[config.mk]
export PLATFORM = sky130hd
export DESIGN_NAME = sfcr_spi_flash_config_router
export DESIGN_NICKNAME = d
export VERILOG_FILES = /design/src/rtl/sfcr_sync.v /design/src/rtl/sfcr_spi_flash_config_router.v
export VERILOG_INCLUDE_DIRS = /design/src /design/src/rtl
export SDC_FILE = /design/constraint.sdc
export NUM_CORES = 1
export LEC_CHECK = 0
export BUFFER_PORTS_ARGS = -buffer_cell sky130_fd_sc_hd__buf_2
export CORE_MARGIN = 2
export CORE_UTILIZATION = 40
export CTS_BUF_LIST = sky130_fd_sc_hd__clkbuf_4
export DETAILED_ROUTE_END_ITERATION = 6
export PLACE_DENSITY = 0.6
export RECOVER_POWER = 100
export SYNTH_ARGS = -nofsm -noshare
export SYNTH_HDL_FRONTEND = slang
export SYNTH_SLANG_ARGS = --single-unit
[constraint.sdc]
create_clock -name clock -period 3.47 [get_ports clock]
set_input_delay 0.1735 -clock clock [delete_from_list [all_inputs] [get_ports clock]]
set_output_delay 0.1735 -clock clock [all_outputs]
set_load 0.02 [all_outputs]
[src/rtl/sfcr_consts.vh]
// Constants for the SPI flash configuration router.
`ifndef SFCR_CONSTS_VH
`define SFCR_CONSTS_VH

// ----------------------------------------------------------------------
// Clock and serial timing
// ----------------------------------------------------------------------
`define SFCR_CLOCK_MHZ          40
`define SFCR_CFG_SCLK_MHZ       5
`define SFCR_CFG_HALF_CYCLES    (`SFCR_CLOCK_MHZ / (2 * `SFCR_CFG_SCLK_MHZ))
`define SFCR_PHASE_WIDTH        3

// ----------------------------------------------------------------------
// Self-configuration read sequence
// ----------------------------------------------------------------------
`define SFCR_READ_OPCODE        8'h03
`define SFCR_READ_ADDRESS       24'h000000
`define SFCR_CMD_BITS           24'h000020
`define SFCR_BITSTREAM_BITS     24'h040000
`define SFCR_BIT_COUNT_WIDTH    24

// ----------------------------------------------------------------------
// Operating modes after configuration
// ----------------------------------------------------------------------
`define SFCR_MODE_IDLE          3'h0
`define SFCR_MODE_PROG_CONFIG   3'h1
`define SFCR_MODE_PROG_AUX_ONE  3'h2
`define SFCR_MODE_PROG_AUX_TWO  3'h3
`define SFCR_MODE_LOAD_PHY_ONE  3'h4
`define SFCR_MODE_LOAD_PHY_TWO  3'h5

// ----------------------------------------------------------------------
// Synchroniser bit positions
// ----------------------------------------------------------------------
`define SFCR_SYNC_WIDTH         8
`define SFCR_SYNC_DIN           0
`define SFCR_SYNC_SECONDARY     1
`define SFCR_SYNC_P1_SEL_N      2
`define SFCR_SYNC_P1_CLK        3
`define SFCR_SYNC_P1_MOSI       4
`define SFCR_SYNC_P2_SEL_N      5
`define SFCR_SYNC_P2_CLK        6
`define SFCR_SYNC_P2_MOSI       7

`endif

[src/rtl/sfcr_sync.v]
// Two-flop synchroniser for a group of asynchronous pin inputs.
module sfcr_sync #(
    parameter WIDTH = 1
) (
    clock,
    reset,
    asyncIn,
    syncOut
);
    input  wire             clock;
    input  wire             reset;
    input  wire [WIDTH-1:0] asyncIn;
    output wire [WIDTH-1:0] syncOut;

    reg [WIDTH-1:0] stageOne_q;
    reg [WIDTH-1:0] stageTwo_q;

    // The first stage feeds only the second stage.
    always @(posedge clock or posedge reset) begin
        if (reset) begin
            stageOne_q <= {WIDTH{1'b0}};
            stageTwo_q <= {WIDTH{1'b0}};
        end else begin
            stageOne_q <= asyncIn;
            stageTwo_q <= stageOne_q;
        end
    end

    assign syncOut = stageTwo_q;
endmodule

[src/rtl/sfcr_spi_flash_config_router.v]
// SPI flash router: self-configuration loader and flash path steering.
//
// Operation
// - Load bitstream from PROM before other functions.
// - Loader drives select, clock, MOSI; samples data.
// - Aux selects stay high while unconfigured.
// - Primary PROM by default; secondary on request.
// - Local-bus SPI controller drives configuration flash.
// - Aux selects high during configuration programming.
// - Aux one programming: config select held high.
// - Aux two programming: config select held high.
// - First PHY port routed to aux one path.
// - Second PHY ports routed to aux two path.
`include "sfcr_consts.vh"

module sfcr_spi_flash_config_router #(
    parameter BITSTREAM_BITS = `SFCR_BITSTREAM_BITS
) (
    clock,
    reset,
    modeSelect,
    ctrlSelect,
    ctrlClock,
    ctrlMosi,
    ctrlMiso,
    secondaryRequest,
    flashDataIn,
    phyOneSelect_n,
    phyOneClock,
    phyOneMosi,
    phyOneMiso,
    phyTwoSelect_n,
    phyTwoClock,
    phyTwoMosi,
    phyTwoMiso,
    config_flash_select_n,
    config_serial_clock,
    flashMosi,
    aux_flash_select_one_n,
    aux_flash_select_two_n,
    configSourceSecondary,
    bitstreamBit,
    bitstreamValid,
    configDone
);
    input  wire       clock;
    input  wire       reset;
    input  wire [2:0] modeSelect;
    input  wire       ctrlSelect;
    input  wire       ctrlClock;
    input  wire       ctrlMosi;
    output reg        ctrlMiso;
    input  wire       secondaryRequest;
    input  wire       flashDataIn;
    input  wire       phyOneSelect_n;
    input  wire       phyOneClock;
    input  wire       phyOneMosi;
    output reg        phyOneMiso;
    input  wire       phyTwoSelect_n;
    input  wire       phyTwoClock;
    input  wire       phyTwoMosi;
    output reg        phyTwoMiso;
    output reg        config_flash_select_n;
    output reg        config_serial_clock;
    output reg        flashMosi;
    output reg        aux_flash_select_one_n;
    output reg        aux_flash_select_two_n;
    output reg        configSourceSecondary;
    output reg        bitstreamBit;
    output reg        bitstreamValid;
    output reg        configDone;

    // ------------------------------------------------------------------
    // Loader states and local constants
    // ------------------------------------------------------------------
    localparam [3:0] ST_START = 4'h1;
    localparam [3:0] ST_CMD   = 4'h2;
    localparam [3:0] ST_DATA  = 4'h4;
    localparam [3:0] ST_DONE  = 4'h8;
    // Full-width terminal counts, cut to the counter widths below.
    localparam [31:0] PHASE_FULL = `SFCR_CFG_HALF_CYCLES - 1;
    localparam [31:0] DATA_FULL  = BITSTREAM_BITS - 1;
    localparam [`SFCR_PHASE_WIDTH-1:0] PHASE_LAST =
        PHASE_FULL[`SFCR_PHASE_WIDTH-1:0];
    localparam [`SFCR_BIT_COUNT_WIDTH-1:0] DATA_LAST =
        DATA_FULL[`SFCR_BIT_COUNT_WIDTH-1:0];
    localparam [`SFCR_BIT_COUNT_WIDTH-1:0] CMD_LAST  = `SFCR_CMD_BITS - 1'b1;

    wire [`SFCR_SYNC_WIDTH-1:0] pinSync;

    reg [3:0]                       state_q;
    reg [3:0]                       state_d;
    reg [`SFCR_PHASE_WIDTH-1:0]     phase_q;
    reg                             loadClock_q;
    reg [31:0]                      shiftOut_q;
    reg [`SFCR_BIT_COUNT_WIDTH-1:0] bitCount_q;
    reg [1:0]                       captureWait_q;

    wire phaseWrap = (phase_q == PHASE_LAST);
    wire clockFall = phaseWrap && loadClock_q;
    wire dataIn    = pinSync[`SFCR_SYNC_DIN];

    // ------------------------------------------------------------------
    // Pin synchronisers
    // ------------------------------------------------------------------
    // Every pin from the flashes and the PHYs, and the secondary request,
    // passes two flops before use; the local-bus ctrl pins do not.
    sfcr_sync #(
        .WIDTH (`SFCR_SYNC_WIDTH)
    ) u_pin_sync (
        .clock   (clock),
        .reset   (reset),
        .asyncIn ({phyTwoMosi, phyTwoClock, phyTwoSelect_n,
                   phyOneMosi, phyOneClock, phyOneSelect_n,
                   secondaryRequest, flashDataIn}),
        .syncOut (pinSync)
    );

    // ------------------------------------------------------------------
    // Source selection capture
    // ------------------------------------------------------------------
    // Primary stays selected unless the request is high after reset.
    // The synchroniser is cleared by reset as well, so the capture waits
    // until its second stage holds a sample taken after reset ended.
    always @(posedge clock or posedge reset) begin
        if (reset) begin
            captureWait_q         <= 2'h0;
            configSourceSecondary <= 1'b0;
        end else if (captureWait_q != 2'h3) begin
            captureWait_q <= captureWait_q + 2'h1;
            if (captureWait_q == 2'h2) begin
                configSourceSecondary <= pinSync[`SFCR_SYNC_SECONDARY];
            end
        end
    end

    // ------------------------------------------------------------------
    // Self-configuration loader
    // ------------------------------------------------------------------
    // Next state of the loader; it sends a read command and then streams
    // the bitstream, advancing on falling edges of its own clock.
    always @* begin
        state_d = state_q;
        case (state_q)
            ST_START: state_d = ST_CMD;
            ST_CMD: begin
                if (clockFall && bitCount_q == CMD_LAST) begin
                    state_d = ST_DATA;
                end
            end
            ST_DATA: begin
                if (clockFall && bitCount_q == DATA_LAST) begin
                    state_d = ST_DONE;
                end
            end
            ST_DONE:  state_d = ST_DONE;
            default:  state_d = ST_START;
        endcase
    end

    // Clock divider, command shifter and bitstream sampling.
    always @(posedge clock or posedge reset) begin
        if (reset) begin
            state_q        <= ST_START;
            phase_q        <= {`SFCR_PHASE_WIDTH{1'b0}};
            loadClock_q    <= 1'b0;
            shiftOut_q     <= 32'h00000000;
            bitCount_q     <= {`SFCR_BIT_COUNT_WIDTH{1'b0}};
            bitstreamBit   <= 1'b0;
            bitstreamValid <= 1'b0;
            configDone     <= 1'b0;
        end else begin
            state_q        <= state_d;
            bitstreamValid <= 1'b0;
            if (state_q == ST_START) begin
                shiftOut_q <= {`SFCR_READ_OPCODE, `SFCR_READ_ADDRESS};
                phase_q    <= {`SFCR_PHASE_WIDTH{1'b0}};
                bitCount_q <= {`SFCR_BIT_COUNT_WIDTH{1'b0}};
            end else if (state_q == ST_CMD || state_q == ST_DATA) begin
                phase_q <= phaseWrap ? {`SFCR_PHASE_WIDTH{1'b0}} :
                           phase_q + 1'b1;
                if (phaseWrap) begin
                    loadClock_q <= ~loadClock_q;
                end
                if (clockFall) begin
                    shiftOut_q <= {shiftOut_q[30:0], 1'b0};
                    if (state_d != state_q) begin
                        bitCount_q <= {`SFCR_BIT_COUNT_WIDTH{1'b0}};
                    end else begin
                        bitCount_q <= bitCount_q + 1'b1;
                    end
                end
                if (clockFall && state_q == ST_DATA) begin
                    bitstreamBit   <= dataIn;
                    bitstreamValid <= 1'b1;
                end
            end else begin
                loadClock_q <= 1'b0;
            end
            if (state_q == ST_DATA && state_d == ST_DONE) begin
                configDone <= 1'b1;
            end
        end
    end

    // ------------------------------------------------------------------
    // Flash path steering
    // ------------------------------------------------------------------
    // All flash-facing pins come from flops; before configuration the
    // loader owns them, afterwards the selected mode does.
    always @(posedge clock or posedge reset) begin
        if (reset) begin
            config_flash_select_n  <= 1'b1;
            config_serial_clock    <= 1'b0;
            flashMosi              <= 1'b0;
            aux_flash_select_one_n <= 1'b1;
            aux_flash_select_two_n <= 1'b1;
            ctrlMiso               <= 1'b0;
            phyOneMiso             <= 1'b0;
            phyTwoMiso             <= 1'b0;
        end else if (!configDone) begin
            config_flash_select_n  <= !(state_q == ST_CMD || state_q == ST_DATA);
            config_serial_clock    <= loadClock_q;
            flashMosi              <= shiftOut_q[31];
            aux_flash_select_one_n <= 1'b1;
            aux_flash_select_two_n <= 1'b1;
            ctrlMiso               <= 1'b0;
            phyOneMiso             <= 1'b0;
            phyTwoMiso             <= 1'b0;
        end else begin
            config_flash_select_n  <= 1'b1;
            config_serial_clock    <= 1'b0;
            flashMosi              <= 1'b0;
            aux_flash_select_one_n <= 1'b1;
            aux_flash_select_two_n <= 1'b1;
            ctrlMiso               <= 1'b0;
            phyOneMiso             <= 1'b0;
            phyTwoMiso             <= 1'b0;
            case (modeSelect)
                `SFCR_MODE_PROG_CONFIG: begin
                    config_flash_select_n <= !ctrlSelect;
                    config_serial_clock   <= ctrlClock;
                    flashMosi             <= ctrlMosi;
                    ctrlMiso              <= dataIn;
                end
                `SFCR_MODE_PROG_AUX_ONE: begin
                    aux_flash_select_one_n <= !ctrlSelect;
                    config_serial_clock    <= ctrlClock;
                    flashMosi              <= ctrlMosi;
                    ctrlMiso               <= dataIn;
                end
                `SFCR_MODE_PROG_AUX_TWO: begin
                    aux_flash_select_two_n <= !ctrlSelect;
                    config_serial_clock    <= ctrlClock;
                    flashMosi              <= ctrlMosi;
                    ctrlMiso               <= dataIn;
                end
                `SFCR_MODE_LOAD_PHY_ONE: begin
                    aux_flash_select_one_n <= pinSync[`SFCR_SYNC_P1_SEL_N];
                    config_serial_clock    <= pinSync[`SFCR_SYNC_P1_CLK];
                    flashMosi              <= pinSync[`SFCR_SYNC_P1_MOSI];
                    phyOneMiso             <= dataIn;
                end
                `SFCR_MODE_LOAD_PHY_TWO: begin
                    aux_flash_select_two_n <= pinSync[`SFCR_SYNC_P2_SEL_N];
                    config_serial_clock    <= pinSync[`SFCR_SYNC_P2_CLK];
                    flashMosi              <= pinSync[`SFCR_SYNC_P2_MOSI];
                    phyTwoMiso             <= dataIn;
                end
                default: begin
                    config_serial_clock <= 1'b0;
                end
            endcase
        end
    end
endmodule

==> results of run 1 <==
## power groups by stage
stage / combinational (µW) / clock [µW] / sequential, µW
6_report: 46.3 / 504 / 828
5_1_grt: 52.8 / 560 / 830
4_1_cts: 48.3 / 530 / 828
3_5_place_dp: 37.8 / 0 / 844
3_3_place_gp: 37.5 / 0 / 844
2_1_floorplan: 20.0 / 0 / 844
## through the flow
| step | hold slack (ns) | setup slack, ns | cells | utilization |
|---|---|---|---|---|
| 2_1_floorplan | 0.205 | 1.15 | 310 | - |
| 3_3_place_gp | 0.281 | 0.929 | 430 | 0.441 |
| 3_5_place_dp | 0.284 | 0.849 | 430 | 0.441 |
| 4_1_cts | 0.0380 | 0.836 | 459 | 0.475 |
| 5_1_grt | 0.0430 | 0.391 | 459 | 0.469 |
| 6_report | 0.0710 | 0.583 | 459 | 0.469 |
## per-layer routing
layer / track usage / part of all wire / vias up
met1: 0.223 / 0.49 / 1213
met3: 0.0358 / 0.036 / 11
met4: 0.0833 / 0.018 / 0
met2: 0.261 / 0.46 / 41
li1: - / - / 1209
met5: 0 / 0 / -
## timing repair
item	4_1_cts	5_1_grt
hold buffers	13	0
hold endpoints to repair	50	0
setup endpoints to repair	0	0
resized for setup	0	0
## tightest hold or removal path, cell delays in order
cell	delay, ns
buf_2	0.08
a21oi_1	0.06
a21oi_1	0.13
## cell usage after synthesis (6+ instances only)
cell type / count
nand3_1: 23
nor2_1: 25
clkbuf_1: 9
nand4_1: 9
dfrtp_1: 66
nand2_1: 37
o21ai_0: 37
and3_1: 6
nor3_1: 9
a21oi_1: 12
## sequential cells by signal, indices dropped and copies added (netlist names), 2 cells and up
name	count
state_q	4
captureWait_q	2
bitCount_q	24
shiftOut_q	8
phase_q	3
u_pin_sync.syncOut	8
u_pin_sync.stageOne_q	8
## area by class of cell
class                           count  area (µm²)
Fill cell                         754        4060
Inverter                            5        18.8
Multi-Input combinational cell    221        1280
Sequential cell                    70        1760
Clock inverter                      7        65.1
Clock buffer                        9        67.6
Timing Repair Buffer               45         277
Tap cell                          102         128
## cells by family (layout without fill, tap and decap cells)
family          Yosys count  count (layout)  synth area share
simple gates            137             137             0.226
flops                    70              70             0.560
compound gates           68              68             0.133
buf+inv                  19              66            0.0263
mux                       9               9            0.0303
fa+ha+maj                 4               4            0.0160
xor+xnor                  3               3           0.00838
## worst paths after layout
| path | start | endpoint | slack [ns] | cells after the start |
|---|---|---|---|---|
| min in group asynchronous | reset | bitCount_q[2] | 0.79 | 3 |
| max reg2reg | bitCount_q[0] | bitCount_q[5] | 0.58 | 7 |
| max in group asynchronous | reset | u_pin_sync.syncOut[4] | 1.20 | 4 |
| min | ctrlClock | config_serial_clock | 0.07 | 3 |
| max | bitCount_q[0] | bitCount_q[5] | 0.58 | 7 |
| min reg2reg | u_pin_sync.stageOne_q[3] | u_pin_sync.syncOut[3] | 0.34 | 0 |
==> results.ini, run 1 <==
[min_path]
hp-class = input pin to flop

[clock_network]
tritoncts = built
cts.sinks = 70
path_clk_slew_ns = 0.12
postCtsSetupBuffers = 0
cts_max_level = 3
numCtsBuffers = 9
clk_path_buf_depth = 2
ctsRootBufferMaster = clkbuf_4
insertion_delay_ns = 0.41

[setup_path]
critPathSlowestCell = or4_1
cp_cell_sequence = ha_1, nand4_1, or4_1, o32ai_4, a21oi_1, and3_2, a221o_1
slowest_delay_ns = 0.67
path_buf_inv = 0
critPathTopFamily = simple AND/OR/NAND/NOR gates
cp-end-kind = flop
worstSetupStartpointType = flop
cp.required_ns = 3.78
arrival_ns = 3.20
critPathKind = flop to flop
worstPathMaxFanout = 14

[logic_synthesis]
ys_ff_latch = 70
synth_top_area_frac = 0.527
synth_ff_type = dfrtp_1
synth_area_mm2 = 0.00314
seq_area_frac_synth = 0.560
synth_area_per_cell_um2 = 10.1
async_flop_share = 1.00
synth_warnings = 0
synth_cells = 310
synth.distinct_cells = 49
syn_nets = 330
synth_edf_count = 0
post-synth-top-area-cell = dfrtp_1
synth.area.top_cells = dfrtp_1, o21ai_0, nand2_1

[run_status]
violations = max-capacitance violations, max-slew violations
outcome = finished, violations left

[route]
num_vias = 2474
drc = 0
wire_per_inst_um = 14.3
firstDrtPassIters = 4
viasPerCell = 5.39
wirelength_um = 6580
antenna_left = 0
drt_iter0_drc = 111

[sta]
drv_slew = 42
skew_ns = 0.0130
max_freq_mhz = 346
worst_pin_slew_ns = 1.62
fin_crit_ns = 2.89
finalHoldViolCount = 0
setup_violations = 0
maxSlewHeadroom = -0.0779
rsz0062_at_grt = false
finalSetupTns_ns = 0
fin_crit_sh = 0.832

[power_and_ir_drop]
switching_share = 0.233
switching_power_uw = 321
finalPower_uw = 1380
pwr-share-clk = 0.366
leakagePower_uw = 0.00157
ir_drop_mv = 0.130
internal_power_uw = 1060
combPwrFrac = 0.034
pwr_density_cell_mw_per_mm2 = 384
power_frac_seq = 0.601

[cells_and_area]
antennaDiodeCount = 0
finish.net_count = 372
mostFrequentLayoutCells = dfrtp_1, nand2_1, o21ai_0
syn2layout_area_growth_pct = 14.5
stdcell_area_mm2 = 0.00359
final_common_cell = dfrtp_1
drive_gt1_frac = 0.129

[floorplanning]
ioPinCount = 28
die_w_um = 92.5
core_area_mm2 = 0.00765
start_util = 0.410
dieArea_mm2 = 0.00856
rows = 32
die_y_um = 92.5

[placement]
place.port_buffers = 27
place_hpwl_um = 4080
gp_congestion = 0.759
placed_area_mm2 = 0.00337

[grt]
grt_pass1_vias = 2386
grt_max_degree = 42
antenna_found_initial = 0
globalRouteOverflowTotal = 0
grt_pass1_wl_um = 11200
grt_usage = 0.168

[job]
cap_violations = 1

No activity file was read; power rests on OpenSTA's default activity.
==> run 2: changes to the inputs <==
ABC_AREA = 1   (was default)
PLACE_DENSITY = 0.62   (was 0.6)
clock period = 2.3 ns   (was 3.47 ns; I/O delays follow)
==> run 2 against run 1 <==
  * The run now ends clean
  * Final cell count is 22% higher
  * Sequential cell count stayed put
  * Clock power is 81% higher
  * Synthesized cell count is 30% higher
  * Combinational power is 56% higher
  * Clock skew is 0.0054 ns lower
  * Design area is 8.9% higher
  * Critical endpoint is now bitCount_q[11]
==> results.ini, run 2 <==
[min_path]
hp-class = input pin to flop
min_path_cells = 5

[logic_synthesis]
synth_top_area_frac = 0.488
seq_area_frac_synth = 0.519
synthAdderAreaFrac = 0.0148
syn_nets = 424
synth_compound_area_frac = 0.0736
synth_xor_area_frac = 0.0336
synth_edf_count = 0
synth_area_per_cell_um2 = 8.38
yosys.area_share.simple = 0.273
synth_ff_type = dfrtp_1
muxShareOfSynthArea = 0.00665
ys_ff_latch = 70
synth_cells = 404
async_flop_share = 1.00
synth_warnings = 0
post-synth-top-area-cell = dfrtp_1
synth.area.top_cells = dfrtp_1, nand2_1, nor2_1
synth.most_common_cell = nand2_1
synth_top_family_by_area = simple AND/OR/NAND/NOR gates
synth.distinct_cells = 37
yosys-top-cells-count = nand2_1, dfrtp_1, nor2_1
synth_area_mm2 = 0.00338

[route]
drc = 0
viasPerCell = 4.91
wirelength_um = 7270
firstDrtPassIters = 4
wire_per_inst_um = 12.9
num_vias = 2757
drt_iter0_drc = 199
antenna_left = 0

[cells_and_area]
n_fill_cell = 804
stdcell_area_mm2 = 0.00391
regMostFlops = bitCount_q
drive_gt1_frac = 0.133
syn2layout_area_growth_pct = 15.5
regArea_mm2 = 0.00176
mostFrequentLayoutCells = nand2_1, dfrtp_1, nor2_1
largest_reg_flops = 24
antennaDiodeCount = 0
finish.net_count = 472
final_util = 0.476
final_common_cell = nand2_1
final_cells = 562
multi_input_area_mm2 = 0.00135

[sta]
max_freq_mhz = 482
setup_violations = 0
fin_crit_sh = 0.901
fin_crit_ns = 2.07
finalHoldViolCount = 0
timing.hold.ws_ns = 0.0160
rsz0062_at_grt = false
drv_slew = 0
skew_ns = 0.00761
worst_pin_slew_ns = 0.766
finalSetupTns_ns = 0
maxSlewHeadroom = 0.490

[clock_network]
postCtsSetupBuffers = 0
numCtsBuffers = 9
cts.sinks = 70
path_clk_slew_ns = 0.12
cts_max_level = 3
insertion_delay_ns = 0.42
clk_path_buf_depth = 2
ctsRootBufferMaster = clkbuf_4
tritoncts = built

[placement]
place.port_buffers = 27
dp.cells = 532
place_hpwl_um = 5130
gp_congestion = 0.866
placed_area_mm2 = 0.00363

[setup_path]
reg2reg_from = state_q[0]
cp-end-kind = flop
worstSetupStartpointType = flop
reg2reg_depth = 10
crit_top_cell = nor2_1
slowest_delay_ns = 0.59
critPathKind = flop to flop
arrival_ns = 2.38
critPathSlowestCell = dfstp_2
crit_start = state_q[0]
critPathTopFamily = simple AND/OR/NAND/NOR gates
worstPathMaxFanout = 15
cp_cell_sequence = nor2_1, nand3_2, inv_1, nor2_1, nor2_8, inv_4, buf_4, nor2_1, nand4_1, nand2_1
path_buf_inv = 3
cp.required_ns = 2.61
critPathCapture = bitCount_q[11]
reg2reg_to = bitCount_q[11]
r2r_setup_slack_ns = 0.23
cp_num_cells = 10

[floorplanning]
die_y_um = 96.0
core_area_mm2 = 0.00822
die_w_um = 96.0
rows = 33
ioPinCount = 28
start_util = 0.412
dieArea_mm2 = 0.00921

[grt]
globalRouteOverflowTotal = 0
grt_max_degree = 31
grt_usage = 0.181
grt_pass1_vias = 2701
antenna_found_initial = 0
grt_pass1_wl_um = 12800

[power_and_ir_drop]
leakagePower_uw = 0.00184
ir_drop_mv = 0.298
pwr_density_cell_mw_per_mm2 = 572

[job]
cap_violations = 0

[run_status]
outcome = complete, no violations

[run 2: worst min path at each step]
stage                startpoint                        to  slack, ns
CTS                    ctrlMosi                 flashMosi      0.001
finish                 ctrlMosi                 flashMosi       0.02
detailed placement        reset  u_pin_sync.stageOne_q[4]       0.13
global route           ctrlMosi                 flashMosi       0.04
global placement          reset  u_pin_sync.stageOne_q[4]       0.13
floorplan           flashDataIn  u_pin_sync.stageOne_q[0]       0.15
[run 2: timing repair]
item,CTS,global route
setup endpoints to repair,0,11
resized for setup,0,3
endpoints found under the hold margin,33,0
hold buffers,14,0
[run 2: layer usage]
| layer | part of all wire | global-route usage | up-vias | wire length [µm] |
|---|---|---|---|---|
| met5 | 0 | 0 | - | 0 |
| met4 | 0.011 | 0.0655 | 0 | 79 |
| met3 | 0.061 | 0.0486 | 7 | 443 |
| met2 | 0.47 | 0.278 | 67 | 3420 |
| met1 | 0.46 | 0.246 | 1295 | 3320 |
| li1 | - | - | 1388 | - |
[run 2: stage by stage]
step                      power, µW  setup WS [ns]
after global placement         1330          0.166
after global routing           2330         0.0262
after floorplan                1300          0.423
final                          2240          0.227
after CTS                      2270         0.0842
after detailed placement       1330         0.0988
[run 2: kinds of logic (layout without fill, tap and decap cells)]
logic type / Yosys count / in the layout
and+or+nand+nor: 206 / 206
DFF: 70 / 70
buffers and inverters: 66 / 119
AOI/OAI and AO/OA: 43 / 43
xor gates and xnor gates: 13 / 13
adders and majority gates: 4 / 4
muxes: 2 / 2
[run 2: worst min-delay path, stage by stage]
cell	delay [ns]
buf_2	0.07
nand2_1	0.05
nand3_1	0.07
nand2_1	0.04
o21ai_0	0.06
[run 2: area by class of cell]
class | instances | area share
clock buffers | 10 | 0.0192
clock inverters | 6 | 0.0240
inverters | 58 | 0.0563
multi-input cells | 268 | 0.346
flip-flops and latches | 70 | 0.449
well taps | 105 | 0.0336
repair buffers | 45 | 0.0720
[run 2: where the power goes]
part | internal [µW] | switching [µW]
combinational | 30.0 | 42.3
clock | 460 | 454
sequential | 1250 | 3.92
